==> src/design/pirqe_pkg.sv <==
/*
 * package for the peripheral interrupt enable and flag block:
 * register offsets, bit positions and reset values.
 * assumes a 32-bit apb slave with one register per aligned word.
 */
package pirqe_pkg;
    // =========================================================
    // register byte offsets
    localparam logic [7:0] OFS_ENABLE = 8'h00;
    localparam logic [7:0] OFS_FLAGS = 8'h04;
    localparam logic [7:0] OFS_CONTROL = 8'h08;
    localparam logic [7:0] OFS_CLEAR = 8'h0C;
    // =========================================================
    // bit positions, shared by enable and flag registers
    localparam int BIT_OVERFLOW = 0;
    localparam int BIT_PERIOD = 1;
    localparam int BIT_CAPCMP = 2;
    localparam int BIT_ADC = 6;
    // control register bits
    localparam int BIT_GATE = 6;
    localparam int BIT_GLOBAL = 7;
    // =========================================================
    // masks and reset values
    localparam logic [7:0] IMPL_MASK = 8'h47;
    localparam logic [7:0] CTRL_MASK = 8'hC0;
    localparam logic [7:0] RST_BYTE = 8'h00;
    localparam logic [31:0] RD_ZERO = 32'h00000000;
endpackage

==> src/design/pirqe_top.sv <==
/*
 * peripheral interrupt gating: four sticky flags, per-source enables,
 * a peripheral group gate and a global enable feeding one request.
 * assumes event inputs are one-cycle pulses from logic on pclk and an
 * apb master on the same clock.
 */
`timescale 1ns/1ps
module pirqe_top
    import pirqe_pkg::*;
(
    input wire logic pclk,
    input wire logic presetn,
    input wire logic psel,
    input wire logic penable,
    input wire logic pwrite,
    input wire logic [7:0] paddr,
    input wire logic [31:0] pwdata,
    output logic [31:0] prdata,
    output logic pready,
    output logic pslverr,
    input wire logic adc_done,
    input wire logic capcmp_event,
    input wire logic period_match,
    input wire logic timer_overflow,
    output logic irq_out
);
    // =========================================================
    // bus decode
    logic [7:0] peripheral_irq_enable_ff, nxt_peripheral_irq_enable;
    logic [7:0] peripheral_irq_flags_ff, nxt_peripheral_irq_flags;
    logic [7:0] irq_control_register_ff, nxt_irq_control_register;
    logic [7:0] event_vec;
    logic [31:0] nxt_prdata;
    logic [31:0] prdata_ff;
    logic ack_ff;
    logic nxt_ack;
    wire access = psel && penable;
    // writes land only at the edge where pready is high
    wire wr = access && pready && pwrite;
    // read data is loaded in the first access cycle, before pready
    wire rd = access && !pwrite && !ack_ff;
    wire hit_en = paddr == OFS_ENABLE;
    wire hit_fl = paddr == OFS_FLAGS;
    wire hit_ct = paddr == OFS_CONTROL;
    wire hit_cl = paddr == OFS_CLEAR;
    wire mapped = hit_en || hit_fl || hit_ct || hit_cl;

    // one wait state: prdata stays a flop yet stands at the ready edge,
    // trading a cycle per transfer for a glitch-free read bus
    assign nxt_ack = access && !ack_ff;
    assign pready = access && ack_ff;
    // unmapped addresses answer with pslverr in the ready cycle
    assign pslverr = pready && !mapped;
    assign prdata = prdata_ff;

    // =========================================================
    // helper: a vector with one position forced low
    function automatic logic [7:0] without_bit(logic [7:0] v, int idx);
        logic [7:0] r;
        r = v;
        r[idx] = 1'b0;
        return r;
    endfunction

    // =========================================================
    // event vector laid out like the flag register
    always_comb begin
        event_vec = RST_BYTE;
        event_vec[BIT_ADC] = adc_done;
        event_vec[BIT_CAPCMP] = capcmp_event;
        event_vec[BIT_PERIOD] = period_match;
        event_vec[BIT_OVERFLOW] = timer_overflow;
    end

    // unimplemented bits are masked on write so they stay zero
    assign nxt_peripheral_irq_enable = (wr && hit_en) ?
        (pwdata[7:0] & IMPL_MASK) : peripheral_irq_enable_ff;
    assign nxt_irq_control_register = (wr && hit_ct) ?
        (pwdata[7:0] & CTRL_MASK) : irq_control_register_ff;
    // set beats clear so an event on the clear cycle is kept
    assign nxt_peripheral_irq_flags =
        ((peripheral_irq_flags_ff &
          ~((wr && hit_cl) ? pwdata[7:0] : RST_BYTE)) | event_vec)
        & IMPL_MASK;
    assign nxt_prdata = !rd ? prdata_ff :
        hit_en ? {24'h000000, peripheral_irq_enable_ff} :
        hit_fl ? {24'h000000, peripheral_irq_flags_ff} :
        hit_ct ? {24'h000000, irq_control_register_ff} : RD_ZERO;

    // =========================================================
    // register state
    always_ff @(posedge pclk or negedge presetn) begin
        if (!presetn) begin
            peripheral_irq_enable_ff <= RST_BYTE;
            peripheral_irq_flags_ff <= RST_BYTE;
            irq_control_register_ff <= RST_BYTE;
            prdata_ff <= RD_ZERO;
            ack_ff <= 1'b0;
        end else begin
            ack_ff <= nxt_ack;
            peripheral_irq_enable_ff <= nxt_peripheral_irq_enable;
            peripheral_irq_flags_ff <= nxt_peripheral_irq_flags;
            irq_control_register_ff <= nxt_irq_control_register;
            prdata_ff <= nxt_prdata;
        end
    end

    // =========================================================
    // request gating; software should clear stale flags before enabling
    wire [7:0] pend = peripheral_irq_flags_ff & peripheral_irq_enable_ff;
    wire gate = irq_control_register_ff[BIT_GATE];
    wire glob = irq_control_register_ff[BIT_GLOBAL];
    assign irq_out = glob && gate && (|pend);

    // =========================================================
    // checks
    property p_gate_blocks;
        @(posedge pclk) disable iff (!presetn)
        !irq_control_register_ff[BIT_GATE] |-> !irq_out;
    endproperty
    a_gate_blocks: assert property (p_gate_blocks)
        else $error("request without group gate");

    property p_flag_sets;
        @(posedge pclk) disable iff (!presetn)
        adc_done |=> peripheral_irq_flags_ff[BIT_ADC];
    endproperty
    a_flag_sets: assert property (p_flag_sets)
        else $error("adc flag missed event");

    property p_unimpl_zero;
        @(posedge pclk) disable iff (!presetn)
        (peripheral_irq_enable_ff & ~IMPL_MASK) == RST_BYTE;
    endproperty
    a_unimpl_zero: assert property (p_unimpl_zero)
        else $error("unimplemented enable bit set");

    property p_flag_sticky;
        @(posedge pclk) disable iff (!presetn)
        (peripheral_irq_flags_ff[BIT_CAPCMP] && !(wr && hit_cl))
        |=> peripheral_irq_flags_ff[BIT_CAPCMP];
    endproperty
    a_flag_sticky: assert property (p_flag_sticky)
        else $error("flag cleared without software");

    property p_adc_clear;
        @(posedge pclk) disable iff (!presetn)
        (!peripheral_irq_flags_ff[BIT_ADC] && !adc_done)
        |=> !peripheral_irq_flags_ff[BIT_ADC];
    endproperty
    a_adc_clear: assert property (p_adc_clear)
        else $error("adc flag set without event");

    property p_req;
        @(posedge pclk) disable iff (!presetn)
        (glob && gate && peripheral_irq_flags_ff[BIT_PERIOD]
         && peripheral_irq_enable_ff[BIT_PERIOD]) |-> irq_out;
    endproperty
    a_req: assert property (p_req)
        else $error("request missing");

    property p_ovf_mask;
        @(posedge pclk) disable iff (!presetn)
        (irq_out && !peripheral_irq_enable_ff[BIT_OVERFLOW])
        |-> |without_bit(pend, BIT_OVERFLOW);
    endproperty
    a_ovf_mask: assert property (p_ovf_mask)
        else $error("masked overflow raised request");

    property p_adc_mask;
        @(posedge pclk) disable iff (!presetn)
        (irq_out && !peripheral_irq_enable_ff[BIT_ADC])
        |-> |without_bit(pend, BIT_ADC);
    endproperty
    a_adc_mask: assert property (p_adc_mask)
        else $error("masked adc raised request");

    property p_capcmp_mask;
        @(posedge pclk) disable iff (!presetn)
        (irq_out && !peripheral_irq_enable_ff[BIT_CAPCMP])
        |-> |without_bit(pend, BIT_CAPCMP);
    endproperty
    a_capcmp_mask: assert property (p_capcmp_mask)
        else $error("masked capture compare raised request");

    property p_period_mask;
        @(posedge pclk) disable iff (!presetn)
        (irq_out && !peripheral_irq_enable_ff[BIT_PERIOD])
        |-> |without_bit(pend, BIT_PERIOD);
    endproperty
    a_period_mask: assert property (p_period_mask)
        else $error("masked period match raised request");

    // =========================================================
    // request checks per source, plus the global enable check
    property p_adc_req;
        @(posedge pclk) disable iff (!presetn)
        (glob && gate && peripheral_irq_flags_ff[BIT_ADC]
         && peripheral_irq_enable_ff[BIT_ADC]) |-> irq_out;
    endproperty
    a_adc_req: assert property (p_adc_req)
        else $error("adc request missing");

    property p_capcmp_req;
        @(posedge pclk) disable iff (!presetn)
        (glob && gate && peripheral_irq_flags_ff[BIT_CAPCMP]
         && peripheral_irq_enable_ff[BIT_CAPCMP]) |-> irq_out;
    endproperty
    a_capcmp_req: assert property (p_capcmp_req)
        else $error("capture compare request missing");

    property p_ovf_req;
        @(posedge pclk) disable iff (!presetn)
        (glob && gate && peripheral_irq_flags_ff[BIT_OVERFLOW]
         && peripheral_irq_enable_ff[BIT_OVERFLOW]) |-> irq_out;
    endproperty
    a_ovf_req: assert property (p_ovf_req)
        else $error("overflow request missing");

    property p_no_global;
        @(posedge pclk) disable iff (!presetn)
        !irq_control_register_ff[BIT_GLOBAL] |-> !irq_out;
    endproperty
    a_no_global: assert property (p_no_global)
        else $error("request without global enable");

    // =========================================================
    // flag checks; set must win even on a clear cycle
    property p_capcmp_sets;
        @(posedge pclk) disable iff (!presetn)
        capcmp_event |=> peripheral_irq_flags_ff[BIT_CAPCMP];
    endproperty
    a_capcmp_sets: assert property (p_capcmp_sets)
        else $error("capture compare flag missed event");

    property p_period_sets;
        @(posedge pclk) disable iff (!presetn)
        period_match |=> peripheral_irq_flags_ff[BIT_PERIOD];
    endproperty
    a_period_sets: assert property (p_period_sets)
        else $error("period flag missed event");

    property p_ovf_sets;
        @(posedge pclk) disable iff (!presetn)
        timer_overflow |=> peripheral_irq_flags_ff[BIT_OVERFLOW];
    endproperty
    a_ovf_sets: assert property (p_ovf_sets)
        else $error("overflow flag missed event");

    property p_ovf_sticky;
        @(posedge pclk) disable iff (!presetn)
        (peripheral_irq_flags_ff[BIT_OVERFLOW] && !(wr && hit_cl))
        |=> peripheral_irq_flags_ff[BIT_OVERFLOW];
    endproperty
    a_ovf_sticky: assert property (p_ovf_sticky)
        else $error("overflow flag cleared without software");

    property p_flags_unimpl;
        @(posedge pclk) disable iff (!presetn)
        (peripheral_irq_flags_ff & ~IMPL_MASK) == RST_BYTE;
    endproperty
    a_flags_unimpl: assert property (p_flags_unimpl)
        else $error("unimplemented flag bit set");

    // =========================================================
    // bus checks
    property p_ready_wait;
        @(posedge pclk) disable iff (!presetn)
        (access && !ack_ff) |-> !pready;
    endproperty
    a_ready_wait: assert property (p_ready_wait)
        else $error("ready without wait state");

    property p_rd_enable;
        @(posedge pclk) disable iff (!presetn)
        (pready && !pwrite && hit_en)
        |-> prdata == {24'h000000, peripheral_irq_enable_ff};
    endproperty
    a_rd_enable: assert property (p_rd_enable)
        else $error("enable read data not standing");

    property p_unmapped_ignored;
        @(posedge pclk) disable iff (!presetn)
        (wr && !mapped) |=> ($stable(peripheral_irq_enable_ff)
            && $stable(irq_control_register_ff));
    endproperty
    a_unmapped_ignored: assert property (p_unmapped_ignored)
        else $error("unmapped write changed a register");

    property p_ctrl_unimpl;
        @(posedge pclk) disable iff (!presetn)
        (irq_control_register_ff & ~CTRL_MASK) == RST_BYTE;
    endproperty
    a_ctrl_unimpl: assert property (p_ctrl_unimpl)
        else $error("unimplemented control bit set");

    property p_en_write;
        @(posedge pclk) disable iff (!presetn)
        (wr && hit_en) |=> peripheral_irq_enable_ff ==
            ($past(pwdata[7:0]) & IMPL_MASK);
    endproperty
    a_en_write: assert property (p_en_write)
        else $error("enable write not stored");
endmodule

==> config.mk <==
export PLATFORM = sky130hd
export DESIGN_NAME = pirqe_top
export DESIGN_NICKNAME = d
export VERILOG_FILES = /design/src/design/pirqe_pkg.sv /design/src/design/pirqe_top.sv
export SDC_FILE = /design/constraint.sdc
export NUM_CORES = 1
export LEC_CHECK = 0
export BUFFER_PORTS_ARGS = -buffer_cell sky130_fd_sc_hd__buf_2
export CAP_MARGIN = 20
export CORE_MARGIN = 1.5
export CORE_UTILIZATION = 41
export DETAILED_ROUTE_END_ITERATION = 8
export PLACE_DENSITY = 0.87
export SYNTH_ARGS = -nofsm -noshare
export SYNTH_HDL_FRONTEND = slang
export SYNTH_SLANG_ARGS = --single-unit
export TNS_END_PERCENT = 20
==> constraint.sdc <==
create_clock -name pclk -period 2.1 [get_ports pclk]
set_input_delay 0.42 -clock pclk [delete_from_list [all_inputs] [get_ports pclk]]
set_output_delay 0.42 -clock pclk [all_outputs]
set_load 0.05 [all_outputs]
**Word-level counts from Yosys, hierarchy flattened**

Cells that the tools add are included.

- Bits in latches: 0
- Output and inout bits: 35
- Bits in writable memories: 0
- Input bits: 49
- Logic and storage cells: 37
- Bits in registers: 43
- Memory bits (read-only): 0
- Memories: 0

- Shift operators: 0
- Reductions and logical operators: 21
- Add/subtract/negate cells: 0
- Multiply operators: 0
- Muxes and demuxes: 4
- Order comparisons: 0
- Bitwise logic cells: 4
- Divide/modulo/power cells: 0
- Eq/ne operators: 3

Operators with widths:

| operator | number |
|---|---|
| $mux 8 | 3 |
| $eq 8x4->1 const B | 2 |
| $and 7x7->7 | 2 |
| $logic_and 1x1->1 | 13 |
| $eq 8x3->1 const B | 1 |
| $logic_not 8->1 | 1 |
| $reduce_or 8->1 | 1 |
| $mux 7 | 1 |
| $not 7->7 | 1 |
| $or 7x7->7 | 1 |
| $logic_not 1->1 | 3 |
| $logic_or 1x1->1 | 3 |

**Longest topological paths before layout**

Gate-level depths: netlist of the first run.

- Depth in word-level cells: 9
- Gate-level depth with buffers: 4
- Depth with buffers taken out: 3

**Least setup slack after synthesis of the first run**

No wires, ideal clock.

- Path kind: in2out
- From: input port psel
- To: output port pslverr
- Slack: 0.292 ns
- Data required time: 1.680 ns
- Arrival time: 1.388 ns
- Stages on the path: 2
- Path buffers: 0
- Path through: and3_1 and2_1

- Cells in the longest elaborated chain, start to end: 3

Ends and longest elaborated chain:

| what | line | RTL |
|---|---|---|
| from (decl) | pirqe_top.sv:13 | `input wire logic psel,` |
| $logic_and 1x1->1 | pirqe_top.sv:37 | `wire access = psel && penable;` |
| $logic_and 1x1->1 | pirqe_top.sv:51 | `assign pready = access && ack_ff;` |
| $logic_and 1x1->1 | pirqe_top.sv:53 | `assign pslverr = pready && !mapped;` |
| to (decl) | pirqe_top.sv:20 | `output logic pslverr,` |

Every way passes these cells.

**Final worst setup path of the first run**

- From: input port paddr[1]
- To: output port pslverr

- Cells in the longest elaborated chain, start to end: 6
- Elaborated cells on any way between the ends: 9
- Classes of those cells: eq/ne (3); reduce/logical (6)

Ends and longest elaborated chain:

| what | line | RTL |
|---|---|---|
| from (decl) | pirqe_top.sv:16 | `input wire logic [7:0] paddr,` |
| $eq 8x3->1 or $logic_not 8->1 (tied branches) | pirqe_top.sv:43, pirqe_top.sv:42 |  |
| $logic_or 1x1->1 (2 in series) | pirqe_top.sv:46 | `wire mapped = hit_en \|\| hit_fl \|\| hit_ct \|\| hit_cl;` |
| $logic_or 1x1->1 * | pirqe_top.sv:46 |  |
| $logic_not 1->1 * | pirqe_top.sv:53 |  |
| $logic_and 1x1->1 * | pirqe_top.sv:53 |  |

Mark *: on every way between the ends. The rest lies on a longest branch, timed or not.

==> results.ini, run 1 <==
[sta]
report.final.hold_viol_count=0
period_share_pct=84.38
min_period_ps=1772
fin_tns_setup_ps=0
rsz0062_at_grt=false
slew_viol_final=0
setup_violations=0
worst_clock_skew_ps=0.5382
fmax_mhz=564.3

[global_routing]
gr-usage-met2_pct=27.85
grt_pass1_wl_um=3036
first_global_vias=734
grtUsageMet3_pct=2.874
grt-ovfl-total=0
antenna_found_initial=0
grtUsageMet1_pct=17.09
grt_max_degree=17
top_usage_layer=met2
grt.total_usage_pct=15.05

[clocking]
hold_buffers=0
cts_setup_buffers=0
cts_tree=yes
numCtsBuffers=3
cts.reportedPaths.clkPinSlew_ps=90
ctsResizeCount=0
clkLatencyLatePin_ps=280
cts_max_path_buffers=2
htreeDepth=1
cts_sinks=16
cts-root-buf=clkbuf_4

[synthesis]
synth.distinct_cells=28
syn_area_sq_um=991.0
synth_area_per_cell_sq_um=10.01
synth_compound_area_share_pct=9.343
ys_warn_count=0
syn-instance-count=99
synth-seq-cells=16
synthAdderAreaFrac_pct=0
synthXorXnorAreaFrac_pct=0
muxShareOfSynthArea_pct=10.86
yosysSeqAreaShare_pct=40.40
synth_top_family_by_area=buffers and inverters
synthSimpleGateAreaFrac_pct=16.16

[worst_setup_path]
cp_max_fo=5
cp-end-kind=primary output
worstPathArrival_ps=1350
cpMostUsedCell=buf_2
reg2reg_slack_ps=680
r2r-start=ack_ff
worst_ep_required_time_ps=1680
critPathSlowestCell=nor4_4
crit_family=simple AND/OR/NAND/NOR gates
path_class=in -> out
r2r_cells=2
cp-start-kind=input pin
cp_slowest_stage_delay_ps=310
cp_cell_sequence=buf_2 -> nor4_4 -> nand2_2 -> and2_1 -> buf_2
cp_num_buf_inv=2
r2r-end=prdata[1]

[place]
dp_hpwl_um=1497
gp_congestion=0.7795
numPlacedInstances=155
port_buffers=29

[power]
p_sw_uw=234.9
swShare_pct=34.72
power_density_nw_per_um2=610.2
comb_power_share_pct=24.6
seq_power_share_pct=46.0
total_power_uw=676.5
ir_worst_vdd_uv=332.2
p_leak_uw=0.0005980
p_int_uw=441.6
p_clk_share_pct=29.4

[run]
maxCapViolations=0

[finish]
fillers=219
antenna_cells=0
final_cell_count_no_fill=159
final_common_cell=buf_2
area_delta_synth_final_pct=11.87
drive_gt1_share_pct=34.35
utilization_pct=49.17
mostFrequentLayoutCells=buf_2, conb_1, dfrtp_1
final_nets=181

[die]
core_sq_um=2255
placementRows=17
fp.dieArea_sq_um=2721
fp.dieH_um=52.16
initial_core_util_pct=43.95
dieWidth_um=52.16
ios=84

[status]
status=complete, no violations

[route]
ant_nets=0
first_pass_iters=2
routedWlPerCell_um=11.33
vias=753
via_per_inst=4.736
drt_wl_total_um=1802
drtIter0Drc=6
drc=0

[min_path]
hold_path.class=in -> async

-- routing by layer --
metal	part of all wire (%)	vias to the layer above	routed length, um
met4	1.1	0	19
met2	52	43	936
met5	0	-	0
met1	40	354	717
li1	-	354	-
met3	7.2	2	129
-- registers in the layout (all words and copies together), names as in the netlist --
name,cells
peripheral_irq_flags_ff,4
prdata,5
ack_ff,1
peripheral_irq_enable_ff,4
irq_control_register_ff,2
-- cell families (layout without fill, tap and decap cells) --
logic type / Yosys count / after routing
buf+inv: 33 / 39
simple gates: 26 / 26
flops: 16 / 16
compound gates: 13 / 13
mux: 10 / 10
other cells: 1 / 27
-- metrics by stage --
| stage | hold slack (ps) | area, sq um | setup slack, ps |
|---|---|---|---|
| 2_1_floorplan | 124.4 | 1089 | 291.9 |
| 3_3_place_gp | 340.9 | 1072 | 319.7 |
| 3_5_place_dp | 348.1 | 1072 | 307.3 |
| 4_1_cts | 34.23 | 1109 | 302.6 |
| 5_1_grt | 34.12 | 1109 | 256.6 |
| 6_report | 32.20 | 1109 | 328.0 |
-- worst reg2reg max path, stage by stage (launching register included) --
cell and delay (ps):
dfrtp_1 410, nand4bb_1 440, o41ai_1 460
-- power groups by stage --
stage                     Sequential, uW  Clock, uW  Combinational (uW)
after floorplan                      318          0                 168
after global placement               317          0                 164
after detailed placement             317          0                 167
after CTS                            311        204                 167
after global routing                 312        222                 179
final                                311        199                 167
-- Yosys cell counts --
master / number / share of area [%]
a22oi_1: 2 / 1.5
a31oi_1: 4 / 2.5
o41ai_1: 3 / 2.7
nor2b_1: 1 / 0.63
a21oi_1: 1 / 0.50
and2_0: 1 / 0.63
nand4_1: 2 / 1.3
and4_1: 1 / 0.88
nand2_2: 1 / 0.63
clkbuf_1: 1 / 0.38
nand4bb_1: 1 / 1.1
buf_4: 27 / 20
nand2_1: 7 / 2.7
inv_1: 4 / 1.5
mux2i_1: 4 / 4.0
mux2_2: 6 / 6.8
o31ai_1: 1 / 0.76
nor4_4: 1 / 2.1
conb_1: 1 / 0.38
dfrtp_1: 16 / 40
a2bb2oi_1: 1 / 0.88
and2_1: 1 / 0.63
and3_1: 1 / 0.63
nor2_1: 7 / 2.7
nand4_2: 1 / 1.3
and4_2: 1 / 1.0
o21ai_1: 1 / 0.50
buf_2: 1 / 0.50
-- how the worst max path moves through the flow --
stage,endpoint,start,cells past startpoint,slack [ps]
floorplan,pslverr,psel,2,290
global placement,pslverr,paddr[1],5,320
detailed placement,pslverr,paddr[1],5,310
CTS,pslverr,paddr[1],5,300
global route,pslverr,paddr[1],5,260
finish,pslverr,paddr[1],5,330
-- area by class of cell --
class                           instances  area (sq um)  share of cell area (%)
Inverter                                4         15.01                   1.354
Clock buffer                            4         36.28                   3.273
Tap cell                               28         35.03                   3.160
Multi-Input combinational cell         76         461.7                   41.65
Timing Repair Buffer                   31         160.2                   14.45
Sequential cell                        16         400.4                   36.12
No activity file was read; power rests on OpenSTA's default activity.
==> inputs of run 2 (changes only) <==
--- a/config.mk
+++ b/config.mk
@@ -8,9 +8,9 @@
 export BUFFER_PORTS_ARGS = -buffer_cell sky130_fd_sc_hd__buf_2
 export CAP_MARGIN = 20
 export CORE_MARGIN = 1.5
-export CORE_UTILIZATION = 41
+export CORE_UTILIZATION = 34
 export DETAILED_ROUTE_END_ITERATION = 8
-export PLACE_DENSITY = 0.87
+export PLACE_DENSITY = 0.77
 export SYNTH_ARGS = -nofsm -noshare
 export SYNTH_HDL_FRONTEND = slang
 export SYNTH_SLANG_ARGS = --single-unit
==> constraint.sdc (replaced) <==
create_clock -name pclk -period 1.5 [get_ports pclk]
set_input_delay 0.3 -clock pclk [delete_from_list [all_inputs] [get_ports pclk]]
set_output_delay 0.3 -clock pclk [all_outputs]
set_load 0.05 [all_outputs]
==> results.ini, run 2 (synthesis results as in run 1) <==
[clocking]
numCtsBuffers=3  ; unchanged
cts_max_path_buffers=2  ; unchanged
cts-root-buf=clkbuf_4
cts_sinks=16  ; unchanged
cts_tree=yes
clkLatencyLatePin_ps=300  ; +20 ps
cts_setup_buffers=0  ; unchanged
cts.reportedPaths.clkPinSlew_ps=100  ; about the same
htreeDepth=1  ; unchanged

[sta]
fmax_mhz=675.8
period_share_pct=98.65
rsz0062_at_grt=true
setup_violations=0  ; unchanged
report.final.hold_viol_count=0  ; unchanged
worst_clock_skew_ps=12.06  ; +11.52 ps
worst_slack_ps=20.26  ; -307.8 ps
slew_viol_final=0  ; unchanged
min_period_ps=1480

[finish]
drive_gt1_share_pct=37.31  ; +3.0 points
antenna_cells=0  ; unchanged
area_delta_synth_final_pct=17.30
utilization_pct=42.15  ; -7.0 points
fillers=277  ; +26%
mostFrequentLayoutCells=conb_1, buf_2, dfrtp_1
largest_reg_flops=5  ; unchanged
final_nets=184  ; +1.7%

[worst_setup_path]
worst_ep_required_time_ps=1200  ; -480 ps
cp_slowest_stage_delay_ps=410  ; +100 ps
cp_cell_sequence=a22oi_2 -> a21oi_1 -> buf_4
cp-end-kind=primary output
worstPathArrival_ps=1180  ; -170 ps
cp-start-kind=register
cp_max_fo=3  ; -2
cp_num_buf_inv=1  ; -1
path_class=reg -> out
critPathSlowestCell=dfrtp_1
crit_family=flip-flops

[power]
p_leak_uw=0.0006127  ; +2.4%
ir_worst_vdd_uv=578.1  ; +74%
power_density_nw_per_um2=831.5  ; +36%
total_power_uw=966.5  ; +43%

[place]
dp_hpwl_um=1508  ; +0.79%
port_buffers=29  ; unchanged
gp_congestion=0.7573  ; -2.8%
dp_slack_ps=-27.75  ; -335.0 ps

[die]
placementRows=19  ; +2
fp.dieArea_sq_um=3247  ; +19%
ios=84  ; unchanged
core_sq_um=2758  ; +22%
fp.dieH_um=56.99  ; +9.3%
initial_core_util_pct=35.93  ; -8.0 points
dieWidth_um=56.99  ; +9.3%

[global_routing]
gr-usage-met2_pct=18.23  ; -9.6 points
grtUsageMet1_pct=13.56  ; -3.5 points
top_usage_layer=met2
grt_pass1_wl_um=2773  ; -8.7%
grt_max_degree=17  ; unchanged
grt.total_usage_pct=11.11  ; -3.9 points
grtUsageMet3_pct=2.721  ; -0.15 points
first_global_vias=673  ; -8.3%
antenna_found_initial=0  ; unchanged
grt-ovfl-total=0  ; unchanged

[route]
first_pass_iters=2  ; unchanged
via_per_inst=4.461  ; -5.8%
ant_nets=0  ; unchanged
routedWlPerCell_um=10.85  ; -4.3%
drc=0  ; unchanged
drt_wl_total_um=1790  ; -0.67%
vias=736  ; -2.3%
drtIter0Drc=12  ; +6

[run]
maxCapViolations=0  ; unchanged

[min_path]
hold_path.class=in -> reg

[status]
status=complete, no violations

[run 2: worst paths after layout]
check                                                 start  cells after the start                           to  slack [ps]
worst max register to register                       ack_ff                      3  peripheral_irq_enable_ff[6]         210
max in group asynchronous                           presetn                      2                    prdata[7]         790
worst max-delay path            peripheral_irq_enable_ff[1]                      3                      irq_out          20
worst min register to register                       ack_ff                      1                       ack_ff         470
min in group asynchronous                           presetn                      2  peripheral_irq_enable_ff[0]         430
worst min-delay path                              pwdata[0]                      2   peripheral_irq_flags_ff[0]         190
[run 2: report_power, final]
group	internal (uW)	switching (uW)
Sequential	434	2.03
Clock	148	143
Combinational	42.6	198
[run 2: area by class of cell]
cell class                 instances  area, sq um  area share [%]
multi-input combinational         76        474.2           40.80
tap                               31        38.79           3.337
timing repair buffer              34        197.7           17.01
sequential                        16        400.4           34.45
inverter                           4        15.01           1.292
clock buffer                       4        36.28           3.122
[run 2: stage by stage]
| step | std cells | hold WS (ps) | setup TNS [ps] | instance area, sq um |
|---|---|---|---|---|
| 5_1_grt | 165 | 175.7 | -22.46 | 1162 |
| 6_report | 165 | 190.6 | 0 | 1162 |
| 3_5_place_dp | 160 | 234.1 | -101.2 | 1094 |
| 2_1_floorplan | 125 | 4.409 | -12.88 | 1091 |
| 3_3_place_gp | 160 | 218.3 | -16.60 | 1094 |
| 4_1_cts | 165 | 190.5 | 0 | 1157 |
[run 2: routing by layer]
metal | wire [um] | vias to the layer above | part of all wire (%)
met1 | 733 | 332 | 41
li1 | - | 359 | -
met4 | 28 | 0 | 1.6
met3 | 133 | 3 | 7.4
met2 | 894 | 42 | 50
met5 | 0 | - | 0
[run 2: timing repair]
action	CTS	global route
hold endpoints to repair	16	0
endpoints found under the setup margin	2	2
pin swaps	0	1
gates resized for setup	6	1
hold buffers	1	0
